<file path="config.mk">
export PLATFORM = sky130hd
export DESIGN_NAME = fsa_gate
export DESIGN_NICKNAME = d
export VERILOG_FILES = /design/src/fsa_pkg.sv /design/src/fsa_vec_store.sv /design/src/fsa_gate.sv
export SDC_FILE = /design/constraint.sdc
export NUM_CORES = 1
export LEC_CHECK = 0
export BUFFER_PORTS_ARGS = -buffer_cell sky130_fd_sc_hd__buf_2
export CORE_ASPECT_RATIO = 0.5
export CORE_MARGIN = 10
export CORE_UTILIZATION = 50
export DETAILED_ROUTE_END_ITERATION = 10
export GPL_ROUTABILITY_DRIVEN = 0
export PLACE_DENSITY = 0.74
export SYNTH_ARGS = -nofsm -noshare
export SYNTH_HDL_FRONTEND = slang
export SYNTH_SLANG_ARGS = --single-unit
</file>
<file path="constraint.sdc">
create_clock -name clk -period 14 [get_ports clk]
set_clock_uncertainty 0.1 [all_clocks]
set_input_delay 0.7 -clock clk [delete_from_list [all_inputs] [get_ports clk]]
set_output_delay 0.7 -clock clk [all_outputs]
set_load 0.05 [all_outputs]
</file>
<file path="src/fsa_pkg.sv">
// Package of constants for the flash security access gate
package fsa_pkg;
   localparam int ADDR_W = 21;
   localparam logic [ADDR_W-1:0] FPW_A_ADDR = 21'h14_8000;
   localparam logic [ADDR_W-1:0] BPW_A_ADDR = 21'h14_8004;
   localparam logic [ADDR_W-1:0] FPW_B_ADDR = 21'h14_8008;
   localparam logic [ADDR_W-1:0] BPW_B_ADDR = 21'h14_800C;
   localparam int RD_PROT_BIT = 16;
   localparam int WR_PROT_BIT = 17;
   localparam int WR_LVL_BIT = 18;
   localparam int RSVD_LSB = 19;
   localparam int RSVD_MSB = 31;
   localparam int SECT_LSB = 0;
   localparam int SMALL_SECTORS = 8;
   localparam logic [2:0] MODE_INTERNAL_VECTOR_MODE = 3'h0;
   localparam int SECT_SEL_LSB = 13;
   localparam logic [ADDR_W-1:0] SMALL_BASE = 21'h14_0000;
   localparam int SMALL_SEL_W = 3;
   localparam int WORD_CNT = 4;
   localparam logic [1:0] IDX_FPW_A = 2'h0;
   localparam logic [1:0] IDX_BPW_A = 2'h1;
   localparam logic [1:0] IDX_FPW_B = 2'h2;
   localparam logic [1:0] IDX_BPW_B = 2'h3;
   typedef enum logic [3:0] {
      FSA_IDLE  = 4'b0001,
      FSA_REQ   = 4'b0010,
      FSA_WAIT  = 4'b0100,
      FSA_READY = 4'b1000
   } fsa_state_e;
endpackage

</file>
<file path="src/fsa_vec_store.sv">
// Small register store holding the four fetched security words
`timescale 1ns/1ps
module fsa_vec_store
   import fsa_pkg::*;
#(
   parameter int DATA_W = 32
) (
   input wire logic clk, // System clock
   input wire logic rst, // Asynchronous reset, active high
   input wire logic wr_en, // Write strobe
   input wire logic [1:0] wr_idx, // Word index to write
   input wire logic [DATA_W-1:0] wr_data, // Word to store
   input wire logic [1:0] rd_idx, // Word index to read
   output logic [DATA_W-1:0] rd_data // Registered read data
);
   logic [DATA_W-1:0] mem_r [WORD_CNT];

   // Storage words, cleared so nothing protected leaks before the fetch
   genvar gi;
   generate
      for (gi = 0; gi < WORD_CNT; gi++) begin : g_word
         always_ff @(posedge clk or posedge rst) begin
            if (rst) begin
               mem_r[gi] <= '0;
            end else if (wr_en && wr_idx == 2'(gi)) begin
               mem_r[gi] <= wr_data;
            end
         end
      end
   endgenerate

   // Registered read port
   always_ff @(posedge clk or posedge rst) begin
      if (rst) begin
         rd_data <= '0;
      end else begin
         rd_data <= mem_r[rd_idx];
      end
   end
endmodule

</file>
<file path="src/fsa_gate.sv">
// Flash security access gate: vector fetch, decode and access blocking
//
// Overview of operation
// - Fetch security words from fixed flash addresses
// - Mode bits 31..16; 31..19 must be zero
// - Bit 16 blocks reads except internal-vector mode
// - Bit 17 without 18 blocks writes everywhere
// - Bits 17,18 block writes except internal-vector mode
// - Bits 16,17 block reads and all writes
// - Bits 18,16 block reads only
// - Per small sector write protect bits block writes
// - No flash access before vectors fetched
`timescale 1ns/1ps
module fsa_gate
   import fsa_pkg::*;
#(
   parameter int DATA_W = 32,
   parameter int FETCH_LAT = 2
) (
   input wire logic clk, // System clock, 250 MHz
   input wire logic rst, // Asynchronous reset, active high
   input wire logic [2:0] operating_mode_pins, // Mode pins, asynchronous
   output logic fetch_req, // Flash read request for vector fetch
   output logic [ADDR_W-1:0] fetch_addr, // Vector fetch address
   input wire logic fetch_valid, // Fetch data valid
   input wire logic [DATA_W-1:0] fetch_data, // Fetch read data
   input wire logic acc_req, // Flash access request
   input wire logic acc_write, // Access is a write
   input wire logic [ADDR_W-1:0] acc_addr, // Access address
   output logic acc_grant, // Access allowed
   output logic acc_block, // Access refused
   output logic vec_ready, // Security vectors fetched
   output logic read_protected, // Read blocking active
   output logic write_protected, // Global write blocking active
   output logic [DATA_W-1:0] flash_protect_word_a, // Fetched first flash word
   output logic [DATA_W-1:0] boot_protect_word_a // Fetched first boot word
);
   fsa_state_e state_r, state_nxt;
   logic [1:0] idx_r;
   logic [2:0] mode_s1_r, mode_s2_r;
   logic rd_prot_r, wr_prot_r, wr_lvl_r;
   logic [SMALL_SECTORS-1:0] sect_wp_r;
   logic [DATA_W-1:0] rd_word;
   logic [ADDR_W-1:0] addr_table [WORD_CNT];

   // Mode pins come from outside; two flops before any use
   always_ff @(posedge clk or posedge rst) begin
      if (rst) begin
         mode_s1_r <= '0;
         mode_s2_r <= '0;
      end else begin
         mode_s1_r <= operating_mode_pins;
         mode_s2_r <= mode_s1_r;
      end
   end

   assign addr_table[0] = FPW_A_ADDR;
   assign addr_table[1] = BPW_A_ADDR;
   assign addr_table[2] = FPW_B_ADDR;
   assign addr_table[3] = BPW_B_ADDR;

   // Fetch sequencer walks the four vectors in order
   wire last_word = (idx_r == IDX_BPW_B);
   always_comb begin
      state_nxt = state_r;
      case (state_r)
         FSA_IDLE: state_nxt = FSA_REQ;
         FSA_REQ: state_nxt = FSA_WAIT;
         FSA_WAIT: begin
            if (fetch_valid) begin
               state_nxt = last_word ? FSA_READY : FSA_REQ;
            end
         end
         FSA_READY: state_nxt = FSA_READY; // Held until reset
         default: state_nxt = FSA_IDLE;
      endcase
   end

   always_ff @(posedge clk or posedge rst) begin
      if (rst) begin
         state_r <= FSA_IDLE;
         idx_r <= IDX_FPW_A;
      end else begin
         state_r <= state_nxt;
         if (state_r == FSA_WAIT && fetch_valid && !last_word) begin
            idx_r <= idx_r + 2'h1;
         end
      end
   end

   wire store_en = (state_r == FSA_WAIT) && fetch_valid;

   fsa_vec_store #(.DATA_W(DATA_W)) u_store (
      .clk(clk),
      .rst(rst),
      .wr_en(store_en),
      .wr_idx(idx_r),
      .wr_data(fetch_data),
      .rd_idx(IDX_BPW_A),
      .rd_data(rd_word)
   );

   // Decode of the first flash word as it arrives
   wire [DATA_W-1:0] fw = fetch_data;
   wire rsvd_ok = (fw[RSVD_MSB:RSVD_LSB] == '0);
   wire [2:0] lvl = {fw[WR_LVL_BIT], fw[WR_PROT_BIT], fw[RD_PROT_BIT]};
   // Listed codes only; others fall back to no read or global write blocking, sector bits still apply
   wire listed = rsvd_ok && (lvl != 3'h0) && (lvl != 3'h4);
   wire cap_a = store_en && (idx_r == IDX_FPW_A);

   // Protection settings captured once after reset
   always_ff @(posedge clk or posedge rst) begin
      if (rst) begin
         rd_prot_r <= 1'b0;
         wr_prot_r <= 1'b0;
         wr_lvl_r <= 1'b0;
         sect_wp_r <= '0;
         flash_protect_word_a <= '0;
      end else if (cap_a) begin
         rd_prot_r <= listed & fw[RD_PROT_BIT];
         wr_prot_r <= listed & fw[WR_PROT_BIT];
         wr_lvl_r <= listed & fw[WR_LVL_BIT];
         sect_wp_r <= fw[SECT_LSB +: SMALL_SECTORS];
         flash_protect_word_a <= fw;
      end
   end

   // Access decision; the internal-vector exemption follows the mode pins
   wire internal_vector_mode = (mode_s2_r == MODE_INTERNAL_VECTOR_MODE);
   wire rd_blk = rd_prot_r && !internal_vector_mode;
   wire wr_glob = wr_prot_r && !(wr_lvl_r && internal_vector_mode);
   wire in_small = (acc_addr[ADDR_W-1:SECT_SEL_LSB+SMALL_SEL_W] ==
                    SMALL_BASE[ADDR_W-1:SECT_SEL_LSB+SMALL_SEL_W]);
   wire [SMALL_SEL_W-1:0] sect = acc_addr[SECT_SEL_LSB +: SMALL_SEL_W];
   wire sect_blk = in_small && sect_wp_r[sect];
   wire rdy = (state_r == FSA_READY);
   wire deny = !rdy || (acc_write ? (wr_glob || sect_blk) : rd_blk);

   // Registered outputs; decision lands one cycle after the request
   always_ff @(posedge clk or posedge rst) begin
      if (rst) begin
         acc_grant <= 1'b0;
         acc_block <= 1'b0;
         vec_ready <= 1'b0;
         read_protected <= 1'b0;
         write_protected <= 1'b0;
         fetch_req <= 1'b0;
         fetch_addr <= '0;
         boot_protect_word_a <= '0;
      end else begin
         acc_grant <= acc_req && !deny;
         acc_block <= acc_req && deny;
         vec_ready <= rdy;
         read_protected <= rd_blk;
         write_protected <= wr_glob;
         fetch_req <= (state_nxt == FSA_REQ);
         fetch_addr <= addr_table[state_nxt == FSA_REQ && state_r == FSA_WAIT ? idx_r + 2'h1 : idx_r];
         boot_protect_word_a <= rd_word;
      end
   end
endmodule

</file>
==> results of run 1 <==
[sequential cells by signal, summed over array words and instances, names as in the netlist, 2 cells and up]
signal,cells
boot_protect_word_a,32
fetch_addr,3
flash_protect_word_a,32
idx_r,2
mode_s1_r,3
mode_s2_r,3
state_r,4
u_store.mem_r,32
u_store.rd_data,32
[through the flow]
stage	worst slack [ns]	util (%)	power (uW)	area [um2]	hold slack (ns)
4_1_cts	11.75	63.8	1760	6520	0.241
5_1_grt	11.61	63.8	1820	6520	0.257
3_5_place_dp	11.60	57.9	1290	5910	0.235
2_1_floorplan	9.11	-	1150	5310	0.231
3_3_place_gp	11.64	57.9	1270	5910	0.232
6_report	11.77	63.8	1730	6520	0.239
[final timing paths]
path                       cells past startpoint                                end                    startpoint
hold / removal                                 0   boot_protect_word_a[8]$_DFF_PP0_  u_store.rd_data[8]$_DFF_PP0_
max in group asynchronous                      3  boot_protect_word_a[22]$_DFF_PP0_                           rst
min in group asynchronous                      2      u_store.rd_data[11]$_DFF_PP0_                           rst
hold reg to reg                                0   boot_protect_word_a[8]$_DFF_PP0_  u_store.rd_data[8]$_DFF_PP0_
setup / recovery                               6              wr_prot_r$_DFFE_PP0P_          idx_r[0]$_DFFE_PP0P_
setup reg to reg                               6              wr_prot_r$_DFFE_PP0P_          idx_r[0]$_DFFE_PP0P_
[metal layers]
| layer | routed length [um] | share of wire [%] |
|---|---|---|
| met1 | 4110 | 42 |
| met2 | 4910 | 50 |
| met3 | 566 | 5.8 |
| met4 | 173 | 1.8 |
| met5 | 0 | 0 |
[synth_stat cells, types with 4 or more instances]
library cell    n
dfrtp_1       151
mux2_2         32
mux2_4         27
buf_4          18
nor3_1          7
inv_1           6
mux2_1          5
nand2_1         5
buf_6           4
mux2i_1         4
nor4_1          4
[power by group]
part / switching, uW / total (uW) / internal [uW]
sequential: 73.3 / 689 / 616
clock: 190 / 459 / 270
combinational: 416 / 583 / 167
[cell type report]
type                            instances  area, um2
Multi-Input combinational cell        133       1280
Timing Repair Buffer                  124        626
Clock buffer                           17        425
Tap cell                              140        175
Sequential cell                       152       3800
Inverter                                6       27.5
Fill cell                             745       3700
Clock inverter                         15        176
[kinds of logic (layout without fill, tap and decap cells)]
kind of cell / Yosys count / count (layout)
xor gates and xnor gates: 3 / 3
DFF: 152 / 152
other: 2 / 17
and+or+nand+nor: 27 / 27
adders and majority gates: 3 / 3
buffers and inverters: 32 / 162
muxes: 69 / 69
AOI/OAI and AO/OA: 14 / 14
[critical path: cells and delay by family, from the launching register on]
family          cells  cell delay (ns)
compound gates      1             0.17
fa+ha+maj           1             0.16
buf+inv             2             0.17
flops               1             0.40
simple gates        2             1.18
==> flow_summary.toml, run 1 <==
[pwr]
peakVddDrop_v = 0.000155
p_leak_uw = 0.00349
power.density_nw_per_um2 = 266

[global_routing]
grt_pass1_wl_mm = 15.6
grt_most_used_layer = "met2"
use_met3_pct = 4.02
grtUsageMet2_pct = 22.1
antenna_found_initial = 0
grt_max_degree = 93
grt_usage_pct = 13.3
globalRouteMet1Util_pct = 15.5
grt_pass1_vias = 3039
grt_overflow = 0

[synthesis]
synth_top_area_share_pct = 72.0
synthArstFlopShare_pct = 100
synth_compound_area_share_pct = 1.83
synth_area_per_cell_um2 = 17.4
synth_top_family_by_area = "multiplexers"
ys_warn_count = 0
synth_seq_cells = 152
synthAdderAreaFrac_pct = 0.715
synthXorXnorAreaFrac_pct = 0.500
ys_seq_area_share_pct = 72.5
synth_edf_count = 0
synthSimpleGateAreaFrac_pct = 3.26
synthTopCellsByArea = "dfrtp_1, mux2_4, mux2_2, buf_4, mux2_1"
syn-cell-area_um2 = 5250
syn_inst = 302
synth_top_cell_by_area = "dfrtp_1"
synth_mux_area_share_pct = 16.8
synth_cell_types = 36
synthFlopType = "dfrtp_1"

[sta]
period_minus_slack_ns = 2.23
setup_viol = 0
hold_violations = 0
timing.final.crit_share_pct = 15.9
rsz0062_at_grt = "no"
tightest_slew_ns = 0.823
clock.fmax_mhz = 448
fin_setup_tns_ns = 0
final_max_slew_viol_count = 0
slew_headroom_pct = 44.6

[final_layout]
diodes = 0
final_cell_mix = "dfrtp_1, buf_2, mux2_2"
final_cells = 587
area_growth_pct = 24.1
nNetsFinal = 498
drive_gt1_share_pct = 49.7
final_common_cell = "dfrtp_1"

[drt]
ant_nets = 0
routed_wl_mm = 9.75
avgRoutedWirePerCell_um = 16.6
dr.pass1.iters = 5
vias = 2729
drtIter0Drc = 111
drc = 0
viasPerCell = 4.65

[die]
core_um2 = 10200
num_rows = 26
die_y_um = 92.5
start_util_pct = 51.4
die_x_um = 165
io_pins = 152
dieArea_um2 = 15300

[critical_path]
slowest_delay_ns = 0.83
crit_path_start_kind = "flop"
cp_common_cell = "inv_1"
crit_fanout = 36
path_class = "reg -> reg"
worstPathRequired_ns = 14.25
critPathCaptureType = "flop"
crit_chain = "inv_1 > ha_1 > inv_1 > or4_4 > nor3_2 > a22o_1"
slowest_stage = "or4_4"
cp.arrival_ns = 2.48
r2r_slack_ns = 11.77

[run_status]
run_status = "finished clean"

[placed_design]
numPortBuffers = 122
dp.cells = 555
dp_hpwl_mm = 6.71

[clock_network]
cts_sinks = 152
clkLatencyLatePin_ns = 0.42
cts_tree = "done"
numCtsBuffers = 17
cts-root-buf = "clkbuf_16"
holdBufCountCts = 0
cts_resized = 0
cts.path.max_buffers = 2
cts_setup_buffers = 0
h-tree-depth = 4
path_clk_slew_ns = 0.07

[hold_path]
hold_path.class = "reg -> reg"

[job]
drv_cap = 0
(Power assumes the default switching activity.)
==> run 2: changes to the inputs <==
Settings changed: ABC_AREA set to 1, CORE_UTILIZATION 50 to 46, PLACE_DENSITY 0.74 to 0.72.
Clock period 14 ns to 1.9 ns, I/O delays scaled along.
==> flow_summary.toml, run 2 <==
[run_status]
run_status = "finished clean"

[synthesis]
synthTopCellsByCount = "dfrtp_1, nand2_1, inv_1"
synth_seq_cells = 152
synth.most_common_cell = "dfrtp_1"
syn_inst = 430
synthFlopType = "dfrtp_1"
syn-cell-area_um2 = 5310
synthArstFlopShare_pct = 100
synth_area_per_cell_um2 = 12.3
ys_warn_count = 0
synth_top_area_share_pct = 71.2
ys_seq_area_share_pct = 71.7
synth_cell_types = 34
synth_edf_count = 0
synth_top_cell_by_area = "dfrtp_1"
synthTopCellsByArea = "dfrtp_1, nand2_1, o21ai_2, inv_1, buf_4"

[critical_path]
crit_buf_inv = 2
cp_common_cell = "nand2_4"
crit_chain = "inv_2 > nand2_4 > nor3_4 > nand2_4 > nor2_4 > inv_8 > nand2_1 > o21ai_2"
worstPathRequired_ns = 2.08
slowest_delay_ns = 0.39
path_class = "reg -> reg"
crit_path_start_kind = "flop"
cp.arrival_ns = 1.91
slowest_stage = "dfrtp_1"
crit_family = "simple AND/OR/NAND/NOR gates"
crit_fanout = 63
critPathCaptureType = "flop"
r2r_slack_ns = 0.17

[drt]
viasPerCell = 4.56
dr.pass1.iters = 4
routed_wl_mm = 11.1
ant_nets = 0
drc = 0
vias = 3462
avgRoutedWirePerCell_um = 14.7
drtIter0Drc = 141

[global_routing]
grt_usage_pct = 14.0
antenna_found_initial = 0
grt_overflow = 0
grt_pass1_vias = 3583
grt_pass1_wl_mm = 18.1
grt_max_degree = 73

[pwr]
sw_frac_of_total_pct = 22.4
power.density_nw_per_um2 = 1050
peakVddDrop_v = 0.000809
p_comb_share_pct = 7.6
p_switching_uw = 1650
clockPowerShare_pct = 47.1
internal_power_uw = 5720
p_leak_uw = 0.00386
sequentialPowerShare_pct = 45.2

[final_layout]
area_growth_pct = 32.0
drive_gt1_share_pct = 32.4
diodes = 0
final_common_cell = "dfrtp_1"
nNetsFinal = 665
final_cell_mix = "dfrtp_1, buf_2, nand2_1"
post-route-cell-area_um2 = 7010

[sta]
period_minus_slack_ns = 1.73
fin_setup_tns_ns = 0
final_max_slew_viol_count = 0
hold_violations = 0
clock.fmax_mhz = 578
rsz0062_at_grt = "no"
setup_viol = 0
timing.final.crit_share_pct = 91.1
whs_ns = 0.0351

[die]
core_um2 = 11100
dieArea_um2 = 16500
die_y_um = 96.0
die_x_um = 172
io_pins = 152
start_util_pct = 47.8
num_rows = 27

[clock_network]
cts_tree = "done"
clkLatencyLatePin_ns = 0.40
h-tree-depth = 4
cts.path.max_buffers = 2
cts-root-buf = "clkbuf_16"
path_clk_slew_ns = 0.06
numCtsBuffers = 17
cts_sinks = 152

[placed_design]
dp_hpwl_mm = 7.78
numPortBuffers = 122
postPlaceCellArea_um2 = 5980

[hold_path]
hold_path.class = "in -> reg"

[job]
drv_cap = 0
-- run 2: cell count changes after synthesis, moves of 23 or more --
cell	previous run	this run
o21ai_2	0	29
mux2_2	32	1
mux2_4	27	0
o21ai_0	3	26
nand2_1	5	90
inv_1	6	51
-- run 2: logic make-up after synthesis --
group	count (synthesis)	share of synthesized area, %
adder cells (fa/ha/maj)	3	0.707
other	2	0.141
multiplexers	1	0.212
AO/OA/AOI/OAI	71	8.89
XOR/XNOR	2	0.330
flip-flops	152	71.7
buffers and inverters	84	8.37
AND/OR/NAND/NOR	115	9.67
-- run 2: timing repair --
action	4_1_cts	5_1_grt
endpoints found under the setup margin	2	26
gates resized for setup	1	2
setup buffers	0	2
hold buffers	39	0
hold endpoints to repair	225	0
pin swaps	0	1
-- run 2: final timing paths --
kind,startpoint,endpoint,cells after the start
max,state_r[1]$_DFF_PP0_,flash_protect_word_a[22]$_DFFE_PP0P_,8
min,acc_addr[14],acc_block$_DFF_PP0_,6
max reg2reg,state_r[1]$_DFF_PP0_,flash_protect_word_a[22]$_DFFE_PP0P_,8
min reg2reg,u_store.rd_data[14]$_DFF_PP0_,boot_protect_word_a[14]$_DFF_PP0_,0
max in group asynchronous,rst,state_r[0]$_DFF_PP1_,4
min in group asynchronous,rst,fetch_addr[18]$_DFF_PP0_,3
-- run 2: per-layer routing --
| metal | global-route usage [%] | up-vias | share of wire, % |
|---|---|---|---|
| met5 | 0 | - | 0 |
| met4 | 6.20 | 0 | 1.6 |
| met3 | 3.96 | 14 | 5.2 |
| met2 | 23.7 | 85 | 50 |
| met1 | 16.7 | 1699 | 43 |
| li1 | - | 1664 | - |
-- run 2: power groups by stage --
stage	clock network (uW)	logic (uW)	registers, uW
after floorplan	0	335	3440
after global placement	0	482	3390
after detailed placement	0	494	3390
after CTS	3550	558	3330
after global routing	3710	622	3340
final	3470	562	3330
-- run 2: cell type report --
cell class / instances / area (um2)
Tap cell: 145 / 181
Multi-Input combinational cell: 209 / 1110
Timing Repair Buffer: 167 / 1070
Fill cell: 854 / 4110
Clock buffer: 20 / 447
Sequential cell: 152 / 3800
Inverter: 54 / 214
Clock inverter: 12 / 175
-- run 2: worst min-delay path, cell delays in order --
cell and delay (ns):
buf_2 0.08, nand2_1 0.04, nand3_1 0.08, nand2_1 0.06
nand2_1 0.07, a21oi_1 0.06
-- run 2: through the flow --
step                      power, uW  setup WS, ns  std cells  utilization, %
after floorplan                3770        -0.211        445               -
after global placement         3870        0.0847        686            53.8
after detailed placement       3880       0.00227        686            53.8
after CTS                      7440        0.0846        757            62.9
after global routing           7670        0.0368        759            63.1
final                          7370         0.169        759            63.1
==> run 3: changes to the inputs <==
Settings changed: CORE_UTILIZATION 46 to 40, PLACE_DENSITY 0.72 to 0.64.
==> flow_summary.toml, run 3 (same netlist as run 2, synthesis figures left out) <==
[critical_path]
r2r_slack_ns = 0.18
crit_fanout = 63
r2r_end = "flash_protect_word_a[25]$_DFFE_PP0P_"
path_class = "reg -> reg"
cp.arrival_ns = 1.90
rr_startpoint = "state_r[1]$_DFF_PP0_"
worstPathRequired_ns = 2.09
crit_path_start_kind = "flop"
worstRegToRegCells = 8
critPathCaptureType = "flop"

[final_layout]
diodes = 0
drive_gt1_share_pct = 32.4
postLayoutCoreUtil_pct = 55.0
final_cell_mix = "dfrtp_1, buf_2, nand2_1"
final_common_cell = "dfrtp_1"
fillers = 1098
nNetsFinal = 668
area_growth_pct = 32.8

[placed_design]
numPortBuffers = 122
dp_hpwl_mm = 7.75
dpl_worst_slack_ns = 0.0307

[clock_network]
cts_sinks = 152
numCtsBuffers = 17
cts-root-buf = "clkbuf_16"
cts_tree = "done"
path_clk_slew_ns = 0.06
clkLatencyLatePin_ns = 0.41
cts.path.max_buffers = 2
h-tree-depth = 4

[die]
die_y_um = 101
dieArea_um2 = 18600
num_rows = 29
start_util_pct = 41.4
core_um2 = 12800
die_x_um = 183
io_pins = 152

[hold_path]
hold_path.class = "in -> reg"
worstHoldPathCells = 6
hold_start = "acc_addr[14]"
hold_end = "acc_block$_DFF_PP0_"

[global_routing]
grt_pass1_vias = 3472
grt_pass1_wl_mm = 18.1
grt_usage_pct = 12.4
grt_overflow = 0
grt_max_degree = 64
antenna_found_initial = 0

[drt]
vias = 3353
ant_nets = 0
drtIter0Drc = 178
viasPerCell = 4.26
avgRoutedWirePerCell_um = 14.0
dr.pass1.iters = 4
routed_wl_mm = 11.0
drc = 0

[sta]
fin_ws_ns = 0.183
clock.fmax_mhz = 582
rsz0062_at_grt = "no"
hold_violations = 0
period_minus_slack_ns = 1.72
final_max_slew_viol_count = 0
setup_viol = 0
whs_ns = 0.0123
timing.final.crit_share_pct = 90.4

[job]
drv_cap = 0

[pwr]
p_leak_uw = 0.00387
peakVddDrop_v = 0.000650
power.density_nw_per_um2 = 1040

[run_status]
run_status = "finished clean"
## run 3: changes by cell type in the layout (fill, tap and decap cells not counted)
| cell | delta |
|---|---|
| buf_4 | +1 |
| inv_6 | +2 |
| clkinv_4 | -2 |
| bufinv_16 | -1 |
| clkbuf_8 | +1 |
| dlygate4sd3_1 | +2 |
## run 3: layout make-up
class	count	area, um2	area share [%]
well taps	170	213	3.02
inverters	54	214	3.03
multi-input cells	209	1110	15.8
clock inverters	11	145	2.06
flip-flops and latches	152	3800	54.0
repair buffers	170	1100	15.6
clock buffers	21	460	6.53
## run 3: worst max-delay path by stage
stage / from / endpoint / slack [ns] / depth (start not counted)
2_1_floorplan: rst / acc_block$_DFF_PP0_ / -0.21 / 1
3_3_place_gp: state_r[1]$_DFF_PP0_ / flash_protect_word_a[29]$_DFFE_PP0P_ / 0.06 / 8
3_5_place_dp: state_r[1]$_DFF_PP0_ / flash_protect_word_a[25]$_DFFE_PP0P_ / 0.03 / 8
4_1_cts: state_r[1]$_DFF_PP0_ / flash_protect_word_a[25]$_DFFE_PP0P_ / 0.02 / 8
5_1_grt: state_r[1]$_DFF_PP0_ / rd_prot_r$_DFFE_PP0P_ / 0.03 / 8
6_report: state_r[1]$_DFF_PP0_ / flash_protect_word_a[25]$_DFFE_PP0P_ / 0.18 / 8
## run 3: worst max-delay path, stage by stage, from the launching register on
cell and delay (ns):
dfrtp_1 0.39, inv_2 0.08, nand2_4 0.06, nor3_4 0.28, nand2_4 0.09, nor2_4 0.20, inv_8 0.19, nand2_1 0.13
o21ai_2 0.06
## run 3: what timing repair did
action                                 in CTS  in global routing
gates resized for setup                     0                  3
buffers inserted                            0                  1
setup endpoints to repair                   0                 34
hold buffers                               41                  0
endpoints found under the hold margin     228                  0
## run 3: metal layers
metal / share of wire (%) / track usage [%] / wire, um / up-vias
met3: 5.2 / 4.48 / 575 / 12
li1: - / - / - / 1670
met5: 0 / 0 / 0 / -
met2: 49 / 20.5 / 5400 / 71
met1: 44 / 14.6 / 4890 / 1600
met4: 1.4 / 4.99 / 157 / 0
## run 3: power by group
| part | switching (uW) | internal, uW |
|---|---|---|
| Sequential | 27.6 | 3300 |
| Combinational | 377 | 185 |
| Clock | 1270 | 2140 |
| Total | 1670 | 5620 |
## run 3: stage by stage
step,instance area [um2],setup TNS (ns),std cells,power (uW)
2_1_floorplan,5370,-31.88,445,3770
3_3_place_gp,6020,0,713,3870
3_5_place_dp,6020,0,713,3880
4_1_cts,7040,0,786,7390
5_1_grt,7050,0,787,7590
6_report,7050,0,787,7300
